==> src/adc_cfg.svh <==
`ifndef ADC_CFG_SVH
`define ADC_CFG_SVH

// ****************************************************************
// Register map
// ****************************************************************
`define ADC_ADDR_CONFIG      5'h08
`define ADC_ADDR_STATUS      5'h09

// ****************************************************************
// Configuration field positions and reset values
// ****************************************************************
`define ADC_CFG_CLK_SEL_BIT  0
`define ADC_CFG_TEMP_BIT     3
`define ADC_CFG_RATE_LO_BIT  4
`define ADC_CFG_RATE_HI_BIT  5
`define ADC_CFG_SOFT_RST_BIT 6
`define ADC_CFG_BAND_BIT     7
`define ADC_CFG_RESET        8'h00
`define ADC_STATUS_RESET     8'h01

// ****************************************************************
// Timing
// ****************************************************************
`define ADC_CLK_PERIOD_NS    8
`define ADC_RESET_TIME_NS    1000
`define ADC_RESET_CYCLES     \
    ((`ADC_RESET_TIME_NS + `ADC_CLK_PERIOD_NS - 1) / `ADC_CLK_PERIOD_NS)
`define ADC_SAMPLE_PERIOD_NS 125000
`define ADC_SAMPLE_CYCLES    (`ADC_SAMPLE_PERIOD_NS / `ADC_CLK_PERIOD_NS)

`endif

==> src/adc_pkg.sv <==
package adc_pkg;

    typedef enum logic [1:0] {
        ADC_RATE_8K = 2'b00,
        ADC_RATE_4K = 2'b01,
        ADC_RATE_2K = 2'b10,
        ADC_RATE_1K = 2'b11
    } adc_rate_type;

    typedef enum logic {
        ADC_PH_RUN   = 1'b0,
        ADC_PH_RESET = 1'b1
    } adc_phase_type;

    typedef struct packed {
        logic          clk_sel;
        logic          temp_sel;
        adc_rate_type  rate;
        logic          soft_rst;
        logic          band_sel;
        adc_phase_type phase;
        logic [9:0]    cnt;
        logic [7:0]    rdata;
        logic          pin;
    } adc_main_state_type;

    typedef struct packed {
        logic [19:0] cnt;
        logic        tick;
        logic        clk_toggle;
    } adc_rate_state_type;

endpackage

==> src/adc_rate_if.sv <==
`timescale 1ns/1ps
interface adc_rate_if;
    logic                  run;
    adc_pkg::adc_rate_type rate_sel;
    logic                  sample_tick;
    logic                  clk_toggle;

    modport ctl (output run, output rate_sel,
                 input sample_tick, input clk_toggle);
    modport gen (input run, input rate_sel,
                 output sample_tick, output clk_toggle);
endinterface
==> src/adc_config_status_regs.sv <==
`timescale 1ns/1ps
`include "adc_cfg.svh"
module adc_config_status_regs #(
    parameter int SAMPLE_CYCLES = `ADC_SAMPLE_CYCLES
) (
    // Clock and reset
    input  wire logic        clk,
    input  wire logic        srst,
    // Register port
    input  wire logic        reg_wr,
    input  wire logic        reg_rd,
    input  wire logic [4:0]  reg_addr,
    input  wire logic [7:0]  reg_wdata,
    output logic      [7:0]  reg_rdata,
    // Converter controls
    output logic             temperature_select,
    output logic      [1:0]  output_rate_select,
    output logic             filter_bandwidth_select,
    output logic             reset_in_progress,
    output logic             sample_tick,
    // Shared clock-out or sample-ready pin
    output logic             ready_or_clock_pin
);

    // ****************************************************************
    // State
    // ****************************************************************
    // Power-on and software reset share this value, so both give the
    // same defaults and the same length of reset.
    localparam adc_pkg::adc_main_state_type RESET_STATE = '{
        clk_sel:  1'b0,
        temp_sel: 1'b0,
        rate:     adc_pkg::ADC_RATE_8K,
        soft_rst: 1'b0,
        band_sel: 1'b0,
        phase:    adc_pkg::ADC_PH_RESET,
        cnt:      10'(`ADC_RESET_CYCLES - 1),
        rdata:    8'h00,
        pin:      1'b0
    };

    adc_pkg::adc_main_state_type s;
    adc_pkg::adc_main_state_type next_s;
    logic                        busy;
    logic                        cfg_wr;

    adc_rate_if rif ();

    adc_rate_gen #(
        .BASE_CYCLES (SAMPLE_CYCLES)
    ) adc_rate_gen_inst (
        .clk  (clk),
        .srst (srst),
        .rif  (rif)
    );

    assign busy   = (s.phase == adc_pkg::ADC_PH_RESET);
    // Writes during reset are dropped so a half-reset block is not
    // reconfigured; the host polls the status bit first.
    assign cfg_wr = reg_wr && (reg_addr == `ADC_ADDR_CONFIG) && !busy
                    && !s.soft_rst;

    // ****************************************************************
    // Next state
    // ****************************************************************
    always_comb begin
        next_s = s;
        next_s.pin = s.clk_sel ? rif.clk_toggle : rif.sample_tick;
        if (s.soft_rst) begin
            next_s = RESET_STATE;
            next_s.pin = s.pin;
        end else if (busy) begin
            if (s.cnt == 10'h0) begin
                next_s.phase = adc_pkg::ADC_PH_RUN;
            end else begin
                next_s.cnt = s.cnt - 10'h1;
            end
        end else if (cfg_wr) begin
            // Bits 1 and 2 are not stored at all.
            next_s.clk_sel  = reg_wdata[`ADC_CFG_CLK_SEL_BIT];
            next_s.temp_sel = reg_wdata[`ADC_CFG_TEMP_BIT];
            next_s.rate     = adc_pkg::adc_rate_type'(
                reg_wdata[`ADC_CFG_RATE_HI_BIT:`ADC_CFG_RATE_LO_BIT]);
            next_s.soft_rst = reg_wdata[`ADC_CFG_SOFT_RST_BIT];
            next_s.band_sel = reg_wdata[`ADC_CFG_BAND_BIT];
        end
        if (reg_rd) begin
            case (reg_addr)
                `ADC_ADDR_CONFIG: begin
                    next_s.rdata = {s.band_sel, s.soft_rst, s.rate, s.temp_sel,
                                    2'b00, s.clk_sel};
                end
                `ADC_ADDR_STATUS: begin
                    next_s.rdata = {7'h00, busy};
                end
                default: begin
                    next_s.rdata = 8'h00;
                end
            endcase
        end
    end

    always_ff @(posedge clk) begin
        if (srst) begin
            s <= RESET_STATE;
        end else begin
            s <= next_s;
        end
    end

    // ****************************************************************
    // Outputs
    // ****************************************************************
    assign rif.run                 = !busy;
    assign rif.rate_sel            = s.rate;
    assign reg_rdata               = s.rdata;
    assign temperature_select      = s.temp_sel;
    assign output_rate_select      = s.rate;
    assign filter_bandwidth_select = s.band_sel;
    assign reset_in_progress       = busy;
    assign sample_tick             = rif.sample_tick;
    assign ready_or_clock_pin      = s.pin;
endmodule // adc_config_status_regs

==> src/adc_rate_gen.sv <==
`timescale 1ns/1ps
`include "adc_cfg.svh"
module adc_rate_gen #(
    parameter int BASE_CYCLES = `ADC_SAMPLE_CYCLES
) (
    // Clock and reset
    input wire logic clk,
    input wire logic srst,
    // Control side
    adc_rate_if.gen  rif
);

    adc_pkg::adc_rate_state_type s;
    adc_pkg::adc_rate_state_type next_s;
    logic [19:0]                 limit;

    // The period doubles for each step of the rate field.
    assign limit = (20'(BASE_CYCLES) << rif.rate_sel) - 20'h1;

    always_comb begin
        next_s = s;
        next_s.clk_toggle = ~s.clk_toggle;
        next_s.tick = 1'b0;
        if (!rif.run) begin
            next_s.cnt = 20'h0;
        end else if (s.cnt >= limit) begin
            next_s.cnt = 20'h0;
            next_s.tick = 1'b1;
        end else begin
            next_s.cnt = s.cnt + 20'h1;
        end
    end

    always_ff @(posedge clk) begin
        if (srst) begin
            s <= '0;
        end else begin
            s <= next_s;
        end
    end

    assign rif.sample_tick = s.tick;
    assign rif.clk_toggle  = s.clk_toggle;

endmodule // adc_rate_gen

==> config.mk <==
export PLATFORM = sky130hd
export DESIGN_NAME = adc_config_status_regs
export DESIGN_NICKNAME = d
export VERILOG_FILES = /design/src/adc_pkg.sv /design/src/adc_rate_if.sv /design/src/adc_config_status_regs.sv /design/src/adc_rate_gen.sv
export VERILOG_INCLUDE_DIRS = /design/src
export SDC_FILE = /design/constraint.sdc
export NUM_CORES = 1
export LEC_CHECK = 0
export BUFFER_PORTS_ARGS = -buffer_cell sky130_fd_sc_hd__buf_2
export CAP_MARGIN = 20
export CORE_UTILIZATION = 30
export DETAILED_ROUTE_END_ITERATION = 7
export PLACE_DENSITY = 0.49
export SYNTH_ARGS = -nofsm -noshare
export SYNTH_HDL_FRONTEND = slang
export SYNTH_SLANG_ARGS = --single-unit
==> constraint.sdc <==
create_clock -name clk -period 3.26 [get_ports clk]
set_input_delay 0.163 -clock clk [delete_from_list [all_inputs] [get_ports clk]]
set_output_delay 0.163 -clock clk [all_outputs]
set_load 0.1 [all_outputs]
Word-level counts from Yosys, hierarchy flattened
Cells that the tools add are included.
{"block": "totals", "reg_bits": 48, "in_bits": 17, "out_inout_bits": 15}
{"block": "op_classes", "addsub": 3, "magnitude_cmp": 1, "n_eq_ne": 2, "shifts": 1, "n_mux": 8, "bitwise_logic": 4, "n_reduce_logical": 13}
{"cell": "adder 20 x 1 -> 20 bit, second input constant", "n": 1}
{"cell": ">= comparator 20 bit", "n": 1}
{"cell": "<< shifter 14 x 2 -> 20 bit, first input constant", "n": 1}
{"cell": "subtractor 20 x 1 -> 20 bit, second input constant", "n": 1}
{"cell": "one-hot mux 8 bit (2 select lines)", "n": 1}
{"cell": "2-to-1 mux 11 bit", "n": 1}
{"cell": "equality test 5 x 4 -> 1 bit, second input constant", "n": 2}
{"cell": "zero test 10 bit", "n": 1}
{"cell": "2-to-1 mux 10 bit", "n": 1}
{"cell": "subtractor 10 x 1 -> 10 bit, second input constant", "n": 1}
{"cell": "2-to-1 mux 9 bit", "n": 1}
{"cell": "2-to-1 mux 8 bit", "n": 1}
{"cell": "inverter 1 bit", "n": 4}
{"cell": "AND reduction 2 bit", "n": 2}
{"cell": "OR reduction 2 bit", "n": 2}
{"cell": "OR reduction 4 bit", "n": 1}
{"cell": "logical AND 1 bit", "n": 3}
{"cell": "2-to-1 mux 1 bit", "n": 3}
{"cell": "OR reduction 3 bit", "n": 1}
{"cell": "zero test 1 bit", "n": 2}
{"cell": "nonzero test 2 bit", "n": 1}

Longest topological paths before layout
Gate-level depths: netlist of the first run.
{"block": "depth", "depth_word": 6, "ltp_mapped": 11}

Modules after synthesis
A second synthesis of the first run with hierarchy kept.
{"block": "hier_totals", "hier_cells": 280, "area_unflattened_um2": 2650.0}
{"module": "adc_rate_gen", "n_inst": 1, "cells_each": 161, "area_per_inst_um2": 1554.0, "seq_area_each_um2": 440.4}
{"module": "adc_config_status_regs", "n_inst": 1, "cells_each": 119, "area_per_inst_um2": 1096.1, "seq_area_each_um2": 480.5}

Worst setup path before layout of the first run
Ideal clock, no wire load.
{"block": "synth_timing", "path_kind": "reg2reg", "start": "register s, in the netlist output_rate_select[0]", "end": "register adc_rate_gen_inst.s[11] (netlist bit)", "setup_time_ps": 78, "arrival_ps": 2258, "t_required_ps": 3182, "slack_ps": 923, "path_stages_with_launch": 12, "n_path_buf": 1, "synth_period_minus_slack_ps": 2337, "cell_sequence": "dfxtp_1 inv_1 ha_1 inv_1 nand4_1 ha_1 a21o_1 a211o_1 o211ai_1 nand4_1 clkbuf_1 nor3_1"}
{"block": "synth_between", "elab_chain_len": 4}
{"element": "start, declared", "line": "adc_config_status_regs.sv:42", "source": "adc_pkg::adc_main_state_type s;"}
{"element": "start signal, assigned", "line": "adc_config_status_regs.sv:107", "source": "s <= next_s;"}
{"element": "<< shifter 14 x 2 -> 20 bit", "line": "adc_rate_gen.sv:18", "source": "assign limit = (20'(BASE_CYCLES) << rif.rate_sel) - 20'h1;"}
{"element": "subtractor 20 x 1 -> 20 bit", "line": "adc_rate_gen.sv:18"}
{"element": ">= comparator 20 bit", "line": "adc_rate_gen.sv:26", "source": "end else if (s.cnt >= limit) begin"}
{"element": "OR reduction 3 bit (no source line)"}
{"element": "end signal, assigned", "line": "adc_rate_gen.sv:38", "source": "s <= next_s;"}
{"element": "end, declared", "line": "adc_rate_gen.sv:13", "source": "adc_pkg::adc_rate_state_type s;"}
No other way between the ends.
A chain may end at the register's enable or synchronous reset.

Final worst setup path of the first run
{"block": "layout_timing", "start": "register s, in the netlist output_rate_select[0]", "end": "register adc_rate_gen_inst.s[5] (netlist bit)"}
The elaborated chain is that of the path after synthesis.

==> results.md, run 1 <==
- Slew HR: 62.7%
- Seq/Total Area, Yosys: 35.6%
- Antenna Nets Post-Route: 0
- Synth Instances: 295
- Clock skew: 8.40 ps
- Critical path type: reg -> reg
- # DRC: 0
- Final-report hold violation count: 0
- Fin crit share: 86.6%
- EDFF count, synth: 0
- Drt via density: 4.61
- HP Class: in -> reg
- Number of fill cells in the layout: 892
- Mux contribution to synthesized area: 3.15%
- DRT iter0 DRCs: 36
- CTS resizes: 0
- Async SR Flop Fraction: 0%
- Max-Cap Viols: 0
- Slew @ Worst Pin: 558 ps
- Initial Util: 31.3%
- Synth Register Bits: 46
- Slew Limit Fails: 0
- Clock buffer count from CTS: 5
- Yosys cell types: 46
- HPWL after DPL: 3.84 mm
- CP startpoint: output_rate_select[0]
- Port Buffer Count: 27
- Critical Path AT: 3030 ps
- Reg2reg start: output_rate_select[0]
- Largest net degree at the start of global routing: 20
- Clock insertion delay at the later pin of the skew report: 300 ps
- Setup tns final: 0 ps
- Max clock buf depth: 2
- Max Fclk: 0.354 GHz
- Area delta synth->final: 9.93%
- Storage cell area: 921 sq um
- YS warnings: 0
- Gpl congestion: 0.710
- Hold Crit Start: reg_wdata[5]
- Clk slew on worst S/H paths: 80 ps
- Placed instance count: 413
- CTS Root Cell: clkbuf_8
- CTS Sinks: 46
- Worst setup SP type: flip-flop
- Die Y: 94.8 um
- Hold buffer count at CTS: 0
- First-pass GRT wire length: 8.65 mm
- Io pins: 32
- CP max FO: 18
- Status: finished, final reports clean
- H-tree depth: 2
- Drt total wl: 5.05 mm
- Setup bufs post-CTS: 0
- Top_reg_cell synth: dfxtp_1
- Final #Nets: 362
- Syn_area_per_cell: 8.76 sq um
- Design Power: 964 uW
- Fin crit period: 2820 ps
- RSZ-0062 raised after global routing: false
- Layout cell share with drive strength beyond 1: 14.0%
- Pre-Repair DR Iteration Count: 4
- Worst vdd rail ir drop: 159 uV
- Area of the multi-input gates: 1510 sq um
- Layout Cells excl Fill: 420
- Per-cell routed wire length: 12.0 um
- Simple-Gate Fraction of Synth Area: 23.6%
- Pwr dens: 339 nW/um^2
- CTS tree: built
- Core box area: 8260 sq um
- Die X: 94.8 um
- Grt ovf: 0
- All-Layer GR Usage: 12.2%
- Xor/xnor share of the synthesized area: 8.14%
- Synth Area in Compound Gates: 8.14%
- Worst Setup End Kind: flip-flop
- Worst path required time: 3470 ps
- Ant. Diodes: 0
- Placement Rows: 33
- Final setup fails: 0
- Post-synthesis cell area: 2580 sq um
- Synth Area in Adders: 14.5%
- Die area: 8990 sq um
- Initial antenna violation count: 0
- Vias in the first global route: 1859
- Largest family of logic cells by synthesized area: simple AND/OR/NAND/NOR gates
- Vias: 1935
- Leakage: 1.14 nW
## report_power, final
group	internal, mW	switching [mW]	total [mW]	leakage [nW]
registers	0.568	0.00731	0.576	0.372
clock network	0.144	0.189	0.333	0.0438
logic	0.0219	0.0335	0.0554	0.729
total	0.735	0.230	0.964	1.14
## worst max-delay path, stage by stage, from the launching register on
cell and delay (ps):
dfxtp_1 500, inv_1 160, ha_1 260, inv_1 60
nand4_1 110, ha_1 310, a21o_1 160, a211o_1 290
o211ai_1 220, nand4_1 210, buf_4 260, nor3_1 190
## routing by layer
metal | vias to the layer above | wire length [um] | track usage [%]
met5 | - | 0 | 0
met4 | 0 | 38 | 3.03
met3 | 4 | 110 | 2.66
met2 | 16 | 2210 | 18.6
met1 | 866 | 2700 | 17.3
li1 | 1049 | - | -
## state kept, by name, summed over array words and instances (netlist names)
| name | cells |
|---|---|
| reg_rdata | 6 |
| output_rate_select | 2 |
| temperature_select | 1 |
| reset_in_progress | 1 |
| adc_rate_gen_inst.s | 20 |
| adc_rate_gen_inst.rif.clk_toggle | 1 |
| filter_bandwidth_select | 1 |
| adc_rate_gen_inst.rif.sample_tick | 1 |
| ready_or_clock_pin | 1 |
| s | 12 |
## synth_stat cells, types with 3 or more instances
cell type	count	area, sq um
a21oi_1	8	40.0
a22oi_1	5	37.5
and3_1	5	31.3
buf_4	10	75.1
clkbuf_1	7	26.3
dfxtp_1	46	921
ha_1	30	375
inv_1	15	56.3
mux2i_1	7	70.1
nand2_1	15	56.3
nand2b_1	3	18.8
nand3_1	9	45.0
nand4_1	10	62.6
nor2_1	35	131
nor3_1	28	140
o21ai_0	4	20.0
or2_2	3	18.8
xnor2_1	13	114
xor2_1	11	96.3
## stage by stage
stage / utilization, % / hold WS (ps) / instance area [sq um] / worst slack (ps)
floorplan: - / 305 / 2600 / 923
global placement: 33.4 / 395 / 2760 / 468
detailed placement: 33.4 / 403 / 2760 / 415
CTS: 34.4 / 92.8 / 2840 / 382
global route: 34.4 / 96.1 / 2840 / 155
finish: 34.4 / 100 / 2840 / 438
## path summary, 6_finish.rpt
path                            depth (start not counted)                               end  slack [ps]
worst max register to register                         11            adc_rate_gen_inst.s[5]         440
worst max-delay path                                   11            adc_rate_gen_inst.s[5]         440
worst min register to register                          1  adc_rate_gen_inst.rif.clk_toggle         410
worst min-delay path                                    3             output_rate_select[1]         100
## layout make-up
| type | instances | share of cell area, % |
|---|---|---|
| multi-input cells | 219 | 53.2 |
| flip-flops and latches | 46 | 32.4 |
| repair buffers | 28 | 5.02 |
| well taps | 105 | 4.63 |
| clock buffers | 5 | 2.42 |
| inverters | 15 | 1.98 |
| clock inverters | 2 | 0.352 |
## cell usage in the layout, fill, tap and decap left out, types with 10 or more instances in the layout
master   count
dfxtp_1     46
ha_1        30
nor2_1      35
inv_1       15
xnor2_1     13
buf_2       27
nor3_1      28
nand4_1     10
xor2_1      11
nand2_1     15
## cells by family (layout without fill, tap and decap cells)
family / Yosys count / in the layout
fa+ha+maj: 30 / 30
flops: 46 / 46
xor+xnor: 24 / 24
compound gates: 29 / 29
mux: 8 / 8
other cells: 2 / 6
simple gates: 122 / 122
buf+inv: 34 / 50
Note: power is estimated with default switching activity, not from simulation.
==> run 2: changes to the inputs <==
--- a/config.mk
+++ b/config.mk
@@ -8,9 +8,9 @@
 export LEC_CHECK = 0
 export BUFFER_PORTS_ARGS = -buffer_cell sky130_fd_sc_hd__buf_2
 export CAP_MARGIN = 20
-export CORE_UTILIZATION = 30
+export CORE_UTILIZATION = 55
 export DETAILED_ROUTE_END_ITERATION = 7
-export PLACE_DENSITY = 0.49
+export PLACE_DENSITY = 0.78
 export SYNTH_ARGS = -nofsm -noshare
 export SYNTH_HDL_FRONTEND = slang
 export SYNTH_SLANG_ARGS = --single-unit
==> run 2 against run 1 <==
  * The flow now finishes with violations (DRC)
  * Worst setup slack lost 62 ps
  * Clock-buffer cell count is the same
  * Cell count decreased by 12%
  * Power rose by 11%
  * Hold slack about the same
  * Non-clock buffer count is the same
  * Fmax shrank 2.2%
  * Die area decreased by 45%
  * Sequential power is essentially flat
  * Final area down 1.1%
  * Sequential share of layout area up 0.38 points
  * Critical endpoint is now adc_rate_gen_inst.s[13]
  * Largest cell class unchanged
==> results.md, run 2 (synthesis gave the netlist of run 1 again) <==
- Status: finished, violations left
- Max Fclk: 0.347 GHz
- Slew @ Worst Pin: 523 ps
- Max stage delay cell, worst path: dfxtp_1
- CTS Root Cell: clkbuf_8
- Io pins: 32
- Drt via density: 5.46
- Largest net degree at the start of global routing: 20
- Clock buffer count from CTS: 5
- Pwr dens: 380 nW/um^2
- Most common library cell in the layout ignoring fill and taps: dfxtp_1
- Fin crit period: 2880 ps
- Ant. Diodes: 0
- Worst hold-check slack: 101 ps
- First-pass GRT wire length: 8.58 mm
- Post-Place Setup Slack: 411 ps
- # DRC: 4
- Core box area: 4440 sq um
- Per-cell routed wire length: 13.2 um
- Max clock buf depth: 2
- Area delta synth->final: 8.67%
- Die area: 4980 sq um
- Placement Rows: 24
- Worst path required time: 3480 ps
- Critical path type: reg -> reg
- Layout cell share with drive strength beyond 1: 14.2%
- Placed instance count: 360
- HPWL after DPL: 3.60 mm
- Biggest register: adc_rate_gen_inst.s
- Layout Cells excl Fill: 368
- Fin crit share: 88.5%
- Slew HR: 65.0%
- Drt total wl: 4.85 mm
- Most frequent cells in the layout: dfxtp_1 (46), nor2_1 (35), ha_1 (30), nor3_1 (28), buf_2 (27)
- Number of fill cells in the layout: 378
- Max-Cap Viols: 0
- Pre-Repair DR Iteration Count: 6
- Hold buffer count at CTS: 0
- CTS Sinks: 46
- Leakage: 1.16 nW
- Antenna Nets Post-Route: 0
- Area of the multi-input gates: 1510 sq um
- CP bufs+invs: 3
- Clk slew on worst S/H paths: 90 ps
- CTS tree: built
- Slowest stage delay, CP: 490 ps
- Slack of the critical path: 376 ps
- Worst Setup End Kind: flip-flop
- CP max FO: 16
- Initial Util: 58.1%
- HP Class: in -> reg
- Slew Limit Fails: 0
- Worst vdd rail ir drop: 232 uV
- Final setup fails: 0
- Setup bufs post-CTS: 0
- All-Layer GR Usage: 21.3%
- Grt ovf: 0
- Die X: 70.5 um
- Delay-heaviest family, CP: simple AND/OR/NAND/NOR gates
- Initial antenna violation count: 0
- Final-report hold violation count: 0
- H-tree depth: 2
- Gpl congestion: 0.889
- Die Y: 70.5 um
- Clock skew: 11.2 ps
- Port Buffer Count: 27
- DRT iter0 DRCs: 96
- CTS resizes: 0
- Worst setup SP type: flip-flop
- Cells along the critical path: inv_1, ha_1, inv_1, nand4_1, ha_1, a21o_1, a211o_1, o211ai_1, nand4_1, buf_4, nor3_1
- Setup tns final: 0 ps
- Failing checks: DRC
- Critical Path AT: 3100 ps
- Max FFs per register: 20
- Clock insertion delay at the later pin of the skew report: 310 ps
- Storage cell area: 921 sq um
- Final #Nets: 362
- Vias in the first global route: 1942
- RSZ-0062 raised after global routing: false
- Vias: 2008
run 2: cell types whose count changed in the layout (fill, tap and decap cells not counted), sizes merged:
| cell | previous run | this run |
|---|---|---|
| inv | 15 | 16 |
| bufinv | 0 | 1 |
| clkinv | 2 | 1 |
run 2: layout make-up:
class | instances | area share (%)
multi-input combinational | 219 | 53.8
sequential | 46 | 32.8
timing repair buffer | 28 | 5.08
clock buffer | 5 | 2.45
tap | 52 | 2.32
inverter | 15 | 2.01
clock inverter | 3 | 1.56
run 2: power breakdown:
| part | switching (mW) | internal (mW) |
|---|---|---|
| Clock | 0.206 | 0.230 |
| Sequential | 0.00735 | 0.568 |
| Combinational | 0.0333 | 0.0219 |
| Total | 0.247 | 0.820 |
run 2: stage by stage:
| stage | utilization, % | cell area (sq um) | power [mW] |
|---|---|---|---|
| floorplan | - | 2600 | 0.631 |
| global placement | 60.6 | 2700 | 0.643 |
| detailed placement | 60.6 | 2700 | 0.644 |
| CTS | 63.2 | 2810 | 1.07 |
| global route | 63.2 | 2810 | 1.10 |
| finish | 63.2 | 2810 | 1.07 |
run 2: path summary, 6_finish.rpt:
path | start | endpoint | slack (ps) | cells after the start
hold reg to reg | adc_rate_gen_inst.rif.clk_toggle | adc_rate_gen_inst.rif.clk_toggle | 410 | 1
setup / recovery | output_rate_select[0] | adc_rate_gen_inst.s[13] | 380 | 11
setup reg to reg | output_rate_select[0] | adc_rate_gen_inst.s[13] | 380 | 11
hold / removal | reg_wdata[7] | filter_bandwidth_select | 100 | 3
run 2: layer usage:
metal  wire, um  vias to the layer above  part of all wire [%]  track usage (%)
li1           -                     1044                     -                -
met1       2340                      930                    48             27.9
met2       2280                       27                    47             35.0
met3        157                        7                   3.2             4.70
met4         63                        0                   1.3             7.11
met5          0                        -                     0                0
run 2: worst min-delay path, cell delays in order:
cell	delay (ps)
buf_2	70
mux2i_1	60
nor2_1	70
